## config.mk

```make
export PLATFORM = sky130hd
export DESIGN_NAME = ppb_bank
export DESIGN_NICKNAME = d
export VERILOG_FILES = /design/src/rtl/ppb_pkg.sv /design/src/rtl/ppb_route.sv /design/src/rtl/ppb_bank.sv
export VERILOG_INCLUDE_DIRS = /design/src /design/src/rtl
export SDC_FILE = /design/constraint.sdc
export NUM_CORES = 1
export LEC_CHECK = 0
export BUFFER_PORTS_ARGS = -buffer_cell sky130_fd_sc_hd__buf_2
export CAP_MARGIN = 15
export CORE_UTILIZATION = 45
export CTS_CLUSTER_DIAMETER = 60
export DETAILED_ROUTE_END_ITERATION = 10
export PLACE_DENSITY = 0.8
export SYNTH_ARGS = -nofsm -noshare
export SYNTH_HDL_FRONTEND = slang
export SYNTH_SLANG_ARGS = --single-unit
export TNS_END_PERCENT = 100
```

## constraint.sdc

```tcl
create_clock -name aclk -period 2.9 [get_ports aclk]
set_input_delay 0.29 -clock aclk [delete_from_list [all_inputs] [get_ports aclk]]
set_output_delay 0.29 -clock aclk [all_outputs]
set_load 0.01 [all_outputs]
```

## src/rtl/ppb_regs.svh

```systemverilog
`ifndef PPB_REGS_SVH
`define PPB_REGS_SVH
// ------------------------------------------------------------
// register byte addresses
// ------------------------------------------------------------
`define PPB_ADDR_PRIO1   6'h00
`define PPB_ADDR_PRIO2   6'h04
`define PPB_ADDR_PRIO3   6'h08
`define PPB_ADDR_PRIO4   6'h0C
`define PPB_ADDR_PRIO5   6'h10
`define PPB_ADDR_PRIO6   6'h14
`define PPB_ADDR_RESET_CAUSE_CONTROL_REG    6'h18
`define PPB_ADDR_FLAG    6'h1C
`define PPB_ADDR_EN      6'h20
`define PPB_ADDR_MODE    6'h24
// ------------------------------------------------------------
// implemented-bit masks and reset values
// ------------------------------------------------------------
`define PPB_MASK1        8'hFF
`define PPB_MASK2        8'h8F
`define PPB_MASK3        8'h3E
`define PPB_MASK4        8'hF7
`define PPB_MASK5        8'hFF
`define PPB_MASK6        8'h00
`define PPB_PRIO_RST     8'hFF
`define PPB_RESET_CAUSE_CONTROL_REG_RST     8'h7C
`define PPB_RESET_CAUSE_CONTROL_REG_WMASK   8'hE3
`define PPB_PRIORITY_LEVELS_ENABLE_BIT     7
`define PPB_RXB0_BIT     0
`define PPB_MODE_RST     2'h0
`define PPB_MODE1        2'h1
`define PPB_RESP_OKAY    2'h0
`define PPB_RESP_SLVERR  2'h2
`endif

```

## src/rtl/ppb_pkg.sv

```systemverilog
package ppb_pkg;
   // ------------------------------------------------------------
   // types
   // ------------------------------------------------------------
   typedef logic [7:0]  ppb_byte_t;
   typedef logic [39:0] ppb_src_t;   // five registers of eight sources
   typedef logic [1:0]  ppb_mode_t;
endpackage

```

## src/rtl/ppb_route.sv

```systemverilog
`timescale 1ns/1ps
`default_nettype none
// routes each pending source to the high or low request line
module ppb_route (
   input  wire ppb_pkg::ppb_src_t flag,
   input  wire ppb_pkg::ppb_src_t enable,
   input  wire ppb_pkg::ppb_src_t prio,
   input  wire logic              priority_levels_enable,
   output logic                   req_high,
   output logic                   req_low
);
   import ppb_pkg::*;
   ppb_src_t pend;
   ppb_src_t hi_vec;
   ppb_src_t lo_vec;
   genvar i;
   // per-source split by its priority bit
   generate
      for (i = 0; i < 40; i++) begin : g_src
         assign pend[i] = flag[i] & enable[i];
         // RULE15 route by bit
         // RULE3 one means high
         assign hi_vec[i] = pend[i] & (prio[i] | ~priority_levels_enable);
         assign lo_vec[i] = pend[i] & ~prio[i] & priority_levels_enable;
      end
   endgenerate
   // RULE14 single level when off
   assign req_high = |hi_vec;
   assign req_low  = |lo_vec;
endmodule // ppb_route
`default_nettype wire

```

## src/rtl/ppb_bank.sv

```systemverilog
// Functional notes
// RULE1: six priority registers, one bit per source
// RULE2: priority bits honoured only when enable set
// RULE3: one is high priority, zero low
// RULE4: bits read/write, reset to one
// RULE5: unimplemented bits read as zero
// RULE6: register one maps port through timer1 overflow
// RULE7: register two oscillator, collision, voltage, timer3
// RULE8: register three serial2, charge unit, capture/compare
// RULE9: register four timer4, write, comparators, ccp
// RULE10: register five CAN errors and transmit buffers
// RULE11: bit one receive buffer or all messages
// RULE12: bit zero buffer0, absent, or fifo full
// RULE13: reset control holds cause bits and enable
// RULE14: enable clear gives single-level mode
// RULE15: pending source raises high or low request
//
// The register addresses and register access over AXI4-Lite were decided locally.
`include "ppb_regs.svh"
`timescale 1ns/1ps
`default_nettype none
module ppb_bank (
   input  wire logic                aclk,
   input  wire logic                aresetn,
   input  wire logic [5:0]          s_axi_awaddr,
   input  wire logic                s_axi_awvalid,
   output logic                     s_axi_awready,
   input  wire logic [31:0]         s_axi_wdata,
   input  wire logic [3:0]          s_axi_wstrb,
   input  wire logic                s_axi_wvalid,
   output logic                     s_axi_wready,
   output logic [1:0]               s_axi_bresp,
   output logic                     s_axi_bvalid,
   input  wire logic                s_axi_bready,
   input  wire logic [5:0]          s_axi_araddr,
   input  wire logic                s_axi_arvalid,
   output logic                     s_axi_arready,
   output logic [31:0]              s_axi_rdata,
   output logic [1:0]               s_axi_rresp,
   output logic                     s_axi_rvalid,
   input  wire logic                s_axi_rready,
   input  wire ppb_pkg::ppb_src_t   src_flag,
   input  wire logic [4:0]          reset_cause,
   output logic                     irq_high,
   output logic                     irq_low,
   output ppb_pkg::ppb_src_t        src_priority
);
   import ppb_pkg::*;

   // ------------------------------------------------------------
   // state
   // ------------------------------------------------------------
   ppb_byte_t prio_ff [0:4];
   ppb_byte_t reset_cause_control_reg_ff;
   ppb_src_t  en_ff;
   ppb_mode_t mode_ff;
   logic      aw_ff;
   logic      w_ff;
   logic [5:0]  awaddr_ff;
   logic [31:0] wdata_ff;
   logic [3:0]  wstrb_ff;
   logic      aw_hit;
   logic      w_hit;
   logic      wr_go;
   logic      wr_ok;
   logic      rd_ok;
   logic [31:0] nxt_rdata;
   ppb_src_t  prio_eff;
   logic      req_high;
   logic      req_low;
   logic      irq_high_ff;
   logic      irq_low_ff;

   // ------------------------------------------------------------
   // write channel capture
   // ------------------------------------------------------------
   assign s_axi_awready = ~aw_ff & ~s_axi_bvalid;
   assign s_axi_wready  = ~w_ff & ~s_axi_bvalid;
   assign aw_hit = s_axi_awvalid & s_axi_awready;
   assign w_hit  = s_axi_wvalid & s_axi_wready;
   assign wr_go  = aw_ff & w_ff;

   // address and data held until both present
   always_ff @(posedge aclk) begin
      if (!aresetn) begin
         aw_ff     <= 1'b0;
         w_ff      <= 1'b0;
         awaddr_ff <= 6'h00;
         wdata_ff  <= 32'h0000_0000;
         wstrb_ff  <= 4'h0;
      end else begin
         if (aw_hit) begin
            aw_ff     <= 1'b1;
            awaddr_ff <= s_axi_awaddr;
         end else if (wr_go) begin
            aw_ff <= 1'b0;
         end
         if (w_hit) begin
            w_ff     <= 1'b1;
            wdata_ff <= s_axi_wdata;
            wstrb_ff <= s_axi_wstrb;
         end else if (wr_go) begin
            w_ff <= 1'b0;
         end
      end
   end

   // decode of every mapped address, read-only FLAG and PRIO6 included
   always_comb begin
      unique case (awaddr_ff)
         `PPB_ADDR_PRIO1, `PPB_ADDR_PRIO2, `PPB_ADDR_PRIO3,
         `PPB_ADDR_PRIO4, `PPB_ADDR_PRIO5, `PPB_ADDR_PRIO6,
         `PPB_ADDR_RESET_CAUSE_CONTROL_REG, `PPB_ADDR_EN, `PPB_ADDR_MODE,
         `PPB_ADDR_FLAG: wr_ok = 1'b1;
         default:        wr_ok = 1'b0;
      endcase
   end

   // write response
   always_ff @(posedge aclk) begin
      if (!aresetn) begin
         s_axi_bvalid <= 1'b0;
         s_axi_bresp  <= `PPB_RESP_OKAY;
      end else if (wr_go) begin
         s_axi_bvalid <= 1'b1;
         s_axi_bresp  <= wr_ok ? `PPB_RESP_OKAY : `PPB_RESP_SLVERR;
      end else if (s_axi_bready) begin
         s_axi_bvalid <= 1'b0;
      end
   end

   // ------------------------------------------------------------
   // priority registers
   // ------------------------------------------------------------
   localparam ppb_byte_t MASKS [0:4] = '{`PPB_MASK1, `PPB_MASK2,
      `PPB_MASK3, `PPB_MASK4, `PPB_MASK5};
   localparam logic [5:0] ADDRS [0:4] = '{`PPB_ADDR_PRIO1,
      `PPB_ADDR_PRIO2, `PPB_ADDR_PRIO3, `PPB_ADDR_PRIO4,
      `PPB_ADDR_PRIO5};
   genvar r;
   generate
      for (r = 0; r < 5; r++) begin : g_prio
         // RULE1 one register each
         // RULE4 reset to high
         always_ff @(posedge aclk) begin
            if (!aresetn) begin
               prio_ff[r] <= `PPB_PRIO_RST & MASKS[r];
            end else if (wr_go && awaddr_ff == ADDRS[r] && wstrb_ff[0]) begin
               // RULE5 unused bits kept zero
               prio_ff[r] <= wdata_ff[7:0] & MASKS[r];
            end
         end
      end
   endgenerate

   // ------------------------------------------------------------
   // reset control, enable and mode registers
   // ------------------------------------------------------------
   // RULE13 cause bits and enable
   // cause clear beats a same-cycle write
   always_ff @(posedge aclk) begin
      if (!aresetn) begin
         reset_cause_control_reg_ff <= `PPB_RESET_CAUSE_CONTROL_REG_RST;
      end else if (wr_go && awaddr_ff == `PPB_ADDR_RESET_CAUSE_CONTROL_REG && wstrb_ff[0]) begin
         reset_cause_control_reg_ff <= ((wdata_ff[7:0] & `PPB_RESET_CAUSE_CONTROL_REG_WMASK)
                  | (reset_cause_control_reg_ff & ~`PPB_RESET_CAUSE_CONTROL_REG_WMASK)) & ~{3'h0, reset_cause};
      end else begin
         reset_cause_control_reg_ff[4:0] <= reset_cause_control_reg_ff[4:0] & ~reset_cause;  // cause flags
      end
   end

   // per-source enables
   always_ff @(posedge aclk) begin
      if (!aresetn) begin
         en_ff <= '0;
      end else if (wr_go && awaddr_ff == `PPB_ADDR_EN && wstrb_ff[0]) begin
         // one byte enables the same bit of every register
         en_ff <= {5{wdata_ff[7:0]}};
      end
   end

   // CAN controller mode selector
   always_ff @(posedge aclk) begin
      if (!aresetn) begin
         mode_ff <= `PPB_MODE_RST;
      end else if (wr_go && awaddr_ff == `PPB_ADDR_MODE && wstrb_ff[0]) begin
         mode_ff <= wdata_ff[1:0];
      end
   end

   // ------------------------------------------------------------
   // effective priorities
   // ------------------------------------------------------------
   always_comb begin
      // RULE6 register one order
      // RULE7 register two order
      // RULE8 register three order
      // RULE9 register four order
      // RULE10 register five order
      prio_eff = {prio_ff[4], prio_ff[3], prio_ff[2], prio_ff[1],
                  prio_ff[0]};
      // RULE11 bit one shared meaning
      // RULE12 bit zero absent mode1
      if (mode_ff == `PPB_MODE1) begin
         prio_eff[32 + `PPB_RXB0_BIT] = 1'b0;
      end
   end
   assign src_priority = prio_eff;

   // RULE2 enable gates priorities
   ppb_route u_route (
      .flag     (src_flag),
      .enable   (en_ff),
      .prio     (prio_eff),
      .priority_levels_enable     (reset_cause_control_reg_ff[`PPB_PRIORITY_LEVELS_ENABLE_BIT]),
      .req_high (req_high),
      .req_low  (req_low)
   );

   // registered request outputs
   always_ff @(posedge aclk) begin
      if (!aresetn) begin
         irq_high_ff <= 1'b0;
         irq_low_ff  <= 1'b0;
      end else begin
         irq_high_ff <= req_high;
         irq_low_ff  <= req_low;
      end
   end
   assign irq_high = irq_high_ff;
   assign irq_low  = irq_low_ff;

   // ------------------------------------------------------------
   // read channel
   // ------------------------------------------------------------
   assign s_axi_arready = ~s_axi_rvalid;

   // read data select
   always_comb begin
      nxt_rdata = 32'h0000_0000;
      rd_ok     = 1'b1;
      unique case (s_axi_araddr)
         `PPB_ADDR_PRIO1: nxt_rdata[7:0] = prio_eff[7:0];
         `PPB_ADDR_PRIO2: nxt_rdata[7:0] = prio_eff[15:8];
         `PPB_ADDR_PRIO3: nxt_rdata[7:0] = prio_eff[23:16];
         `PPB_ADDR_PRIO4: nxt_rdata[7:0] = prio_eff[31:24];
         `PPB_ADDR_PRIO5: nxt_rdata[7:0] = prio_eff[39:32];
         `PPB_ADDR_PRIO6: nxt_rdata[7:0] = `PPB_MASK6;
         `PPB_ADDR_RESET_CAUSE_CONTROL_REG:  nxt_rdata[7:0] = reset_cause_control_reg_ff;
         `PPB_ADDR_FLAG:  nxt_rdata[7:0] = {6'h00, irq_high_ff, irq_low_ff};
         `PPB_ADDR_EN:    nxt_rdata[7:0] = en_ff[7:0];
         `PPB_ADDR_MODE:  nxt_rdata[1:0] = mode_ff;
         default:         rd_ok = 1'b0;
      endcase
   end

   // read response
   always_ff @(posedge aclk) begin
      if (!aresetn) begin
         s_axi_rvalid <= 1'b0;
         s_axi_rdata  <= 32'h0000_0000;
         s_axi_rresp  <= `PPB_RESP_OKAY;
      end else if (s_axi_arvalid && s_axi_arready) begin
         s_axi_rvalid <= 1'b1;
         s_axi_rdata  <= nxt_rdata;
         s_axi_rresp  <= rd_ok ? `PPB_RESP_OKAY : `PPB_RESP_SLVERR;
      end else if (s_axi_rready) begin
         s_axi_rvalid <= 1'b0;
      end
   end
endmodule // ppb_bank
`default_nettype wire

```

Word level (Yosys, flattened, before mapping)
Memories as Yosys holds them, arrays and structs flattened. Index checks and enable logic that the tools add are counted.

Bitwise operators: 260. Multiplexer cells: 36. Equal/unequal tests: 19. Reductions and logical operators: 27.

Operators with widths (count): $and A1 B1 Y1 (165); $reduce_or A40 Y1 (2); $eq A6 B5 Y1 const B (8); $not A1 Y1 (45); $or A1 B1 Y1 (45); $pmux W6 S7 (1); $mux W8 (5); $mux W1 (26); $eq A6 B4 Y1 const B (4); $eq A6 B6 Y1 const B (4); $reduce_or A10 Y1 (2); $pmux W2 S9 (1); $logic_and A1 B1 Y1 (17); $eq A6 B3 Y1 const B (2); $logic_not A6 Y1 (2); $and A8 B8 Y8 (1); $not A5 Y8 (1); $or A8 B5 Y8 (1); $reduce_bool A2 Y1 (4); $and A5 B5 Y5 (1); $mux W5 (1); $not A5 Y5 (1); $mux W2 (2); $eq A2 B1 Y1 const B (1).

Memories kept: 1. Logic and storage cells: 359. Register bits: 83. Output and inout port bits: 83. Memory bits (writable): 40.

Memory list: prio_ff (depth 5, width 8, read ports 5, clocked after memory_dff 0, wr ports 5, line ppb_bank.sv:53) `ppb_byte_t prio_ff [0:4];`.

Longest topological paths before layout
Depth in word-level cells: 7. Depth in mapped cells: 7.

By module
From an unflattened synthesis, not the netlist that was laid out.

Cell total of the unflattened synthesis: 528. Area total of the unflattened synthesis: 4598.2 um2.

Modules (own cells, without submodules): ppb_bank (cells each 394, area each 3877.5 um2, instances 1); ppb_route (cells each 134, area each 720.7 um2, instances 1).

Worst setup path before layout
Ideal clock, no wire load.

Kind: reg2reg. Start point: register awaddr_ff[0]. End point: memory prio_ff[0][0] in the netlist's numbering (enable). Setup slack: 0.835 ns. Stages on the path, launching flop included: 5. Clock period less this slack: 2.065 ns. Required time: 2.516 ns. Arrival: 1.681 ns. Cell sequence: dfxtp_1 > or2_1 > or3_1 > clkbuf_1 > o21ai_0.

RTL lines: start: declaration (line ppb_bank.sv:59) `logic [5:0] awaddr_ff;`; start signal: assignment (line ppb_bank.sv:94) `awaddr_ff <= s_axi_awaddr;`; end: declaration (line ppb_bank.sv:53).

==> results.sh <==
export IMPL_status="finished clean"
export IMPL_finalPower_mw=2.27
export IMPL_via_per_inst=5.65
export IMPL_postPlaceCellArea_sq_mm=0.00512
export IMPL_synthTopCellsByArea="edfxtp_1 (21%), dfxtp_1 (21%), buf_4 (6.8%)"
export IMPL_grt_ovfl_total=0
export IMPL_cp_num_buf_inv=0
export IMPL_cts_buffers=9
export IMPL_antenna_found_initial=0
export IMPL_cts_root_buffer="clkbuf_8"
export IMPL_worst_setup_path_start_kind="flop"
export IMPL_ys_warnings_count=0
export IMPL_min_period_ns=2.05
export IMPL_reg2reg_from="awaddr_ff[0]$_SDFFE_PN0P_"
export IMPL_ys_seq_elements=82
export IMPL_setup_viol=0
export IMPL_worst_endpoint_arrival_ns=2.14
export IMPL_syn_inst=518
export IMPL_cts_hold_repair_buffers=0
export IMPL_max_cap_viol_count=0
export IMPL_max_vdd_ir_drop_mv=0.338
export IMPL_whs_ns=0.105
export IMPL_synth_top_cells_by_count="dfxtp_1 (49), buf_4 (42), nand2_1 (37), nor2_1 (37)"
export IMPL_finalWeightedCongestion=0.992
export IMPL_r2r_end="prio_ff[4][6]$_SDFFCE_PN1P_"
export IMPL_critPathRequiredTime_ns=3.00
export IMPL_min_to="reset_cause_control_reg_ff[0]$_SDFF_PN0_"
export IMPL_netlist_area_sq_mm=0.00463
export IMPL_cts_setup_buffers=0
export IMPL_area_delta_synth_final_pct=14.3
export IMPL_min_path_type="input pin to flop"
export IMPL_vias=4275
export IMPL_crit_family="simple AND/OR/NAND/NOR gates"
export IMPL_holdPathStages=2
export IMPL_post_cts_resized=0
export IMPL_fmax_ghz=0.489
export IMPL_clock_skew_final_ns=0.0138
export IMPL_power_density_mw_per_mm2=429
export IMPL_tightest_slew_ns=0.722
export IMPL_ys_flop_type="dfxtp_1"
export IMPL_yosysSeqAreaShare=0.426
export IMPL_synth_edff_count=33
export IMPL_critPathSlowestCell="or3_1"
export IMPL_yosysMostFrequentCell="dfxtp_1"
export IMPL_path_cells="or2_1, or3_1, or3_1, or2_1"
export IMPL_diodes=0
export IMPL_drc=0
export IMPL_grt_use_total=0.262
export IMPL_cpPeakStageDelay_ns=0.49
export IMPL_port_buffers=122
export IMPL_synth_async_reset_ratio=0
export IMPL_crit_type="flop to flop"
export IMPL_core_sq_mm=0.00986
export IMPL_synth_cell_type_count=57
export IMPL_nets=718
export IMPL_p_leak_nw=2.14
export IMPL_die_area_sq_mm=0.0107
export IMPL_fin_setup_tns_ns=0
export IMPL_worstSkewPairLatency_ns=0.35
export IMPL_wl_per_cell_um=18.3
export IMPL_place_inst=740
export IMPL_tritoncts="done"
export IMPL_final_layout_size_suffix_gt1_frac=0.249
export IMPL_die_w_um=103
export IMPL_grt_max_degree=26
export IMPL_boundaryPins=183
export IMPL_drt_antenna_violating_nets=0
export IMPL_fin_ws_ns=0.854
export IMPL_finalHoldViolCount=0
export IMPL_first_iter_violations=370
export IMPL_hpwl_um=10700
export IMPL_grt_pass1_wl_um=20500
export IMPL_synth_top_area_cell="edfxtp_1"
export IMPL_drt_wl_total_um=13800
export IMPL_r2r_cells=4
export IMPL_htreeDepth=3
export IMPL_die_h_um=103
export IMPL_hold_start="reset_cause[0]"
export IMPL_cts_buffer_depth=2
export IMPL_drv_slew=0
export IMPL_cp_end_kind="flop"
export IMPL_pre_cts_ws_ns=0.866
export IMPL_start_util=0.470
export IMPL_relSlewSlack=0.514
export IMPL_firstDrtPassIters=5
export IMPL_clkTransAtPathRegs_ns=0.08
export IMPL_rows=36
export IMPL_fin_crit_sh=0.706
export IMPL_r2r_setup_slack_ns=0.85
export IMPL_synth_area_per_cell_sq_um=8.94
export IMPL_final_area_sq_mm=0.00530
export IMPL_rsz0062_at_grt="no"
export IMPL_cp_max_fo=12
export IMPL_final_util=0.537
export IMPL_clock_sinks=82
export IMPL_synth_top_area_share=0.214
export IMPL_layout_cells_non_filler=756
export IMPL_grt_pass1_vias=3924
==> worst reg2reg max path: cells and delay by family (launching register included) <==
family | cells | cell delay, ns
DFF | 1 | 0.33
and+or+nand+nor | 4 | 1.46
==> worst max-delay path by stage <==
stage	from	end	slack (ns)	cells past startpoint
2_1_floorplan	awaddr_ff[0]$_SDFFE_PN0P_	prio_ff[0][0]$_SDFFCE_PN1P_	0.84	4
3_3_place_gp	s_axi_araddr[2]	s_axi_rdata[1]$_SDFFE_PN0P_	0.91	5
3_5_place_dp	awaddr_ff[0]$_SDFFE_PN0P_	prio_ff[4][0]$_SDFFCE_PN1P_	0.87	4
4_1_cts	awaddr_ff[0]$_SDFFE_PN0P_	prio_ff[4][0]$_SDFFCE_PN1P_	0.85	4
5_1_grt	reset_cause_control_reg_ff[7]$_SDFFE_PN0P_	irq_high$_SDFF_PN0_	0.69	5
6_report	awaddr_ff[0]$_SDFFE_PN0P_	prio_ff[4][6]$_SDFFCE_PN1P_	0.85	4
==> where the power goes <==
part           internal [mW]  switching (mW)  total (mW)
clock                  0.343           0.400       0.743
sequential              1.22          0.0343        1.26
combinational          0.103           0.168       0.271
==> cell usage in the layout (no fill, tap or decap), types with 9 or more instances in the layout <==
cell type	instances
nor3_1	10
conb_1	33
or2_1	9
dfxtp_1	49
inv_1	33
nand4_1	11
clkbuf_8	10
nand2_1	37
a21oi_1	19
buf_2	122
edfxtp_1	33
nand3_1	16
o21ai_0	27
a22oi_1	9
mux2i_1	30
or3_1	25
o211ai_1	15
o22ai_1	16
nor2_1	37
==> cell families after synthesis <==
group,share of synthesized area
flops,0.426
compound gates,0.163
buf+inv,0.122
mux,0.0867
other cells,0.000810
simple gates,0.202
==> layer usage <==
metal  track usage  part of all wire  vias up
met2         0.423              0.47      239
met5             0                 0        -
met4         0.114             0.037        0
met3        0.0591             0.082       37
met1         0.338              0.41     2002
li1              -                 -     1997
==> final cells by class <==
cell class | instances | area, sq um
Timing Repair Buffer | 127 | 648
Inverter | 33 | 124
Multi-Input combinational cell | 365 | 2210
Clock inverter | 3 | 21.3
Sequential cell | 82 | 1970
Clock buffer | 13 | 150
Tap cell | 133 | 166
Fill cell | 936 | 4570
==> state kept, by name (all words and copies together), names as in the netlist <==
name,cells
mode_ff,2
irq_high,1
prio_ff,33
s_axi_bresp,1
irq_low,1
w_ff,1
aw_ff,1
wdata_ff,8
s_axi_bvalid,1
en_ff,8
s_axi_rresp,1
wstrb_ff,1
reset_cause_control_reg_ff,8
s_axi_rdata,8
s_axi_rvalid,1
awaddr_ff,6
No activity file was read; power rests on OpenSTA's default activity.
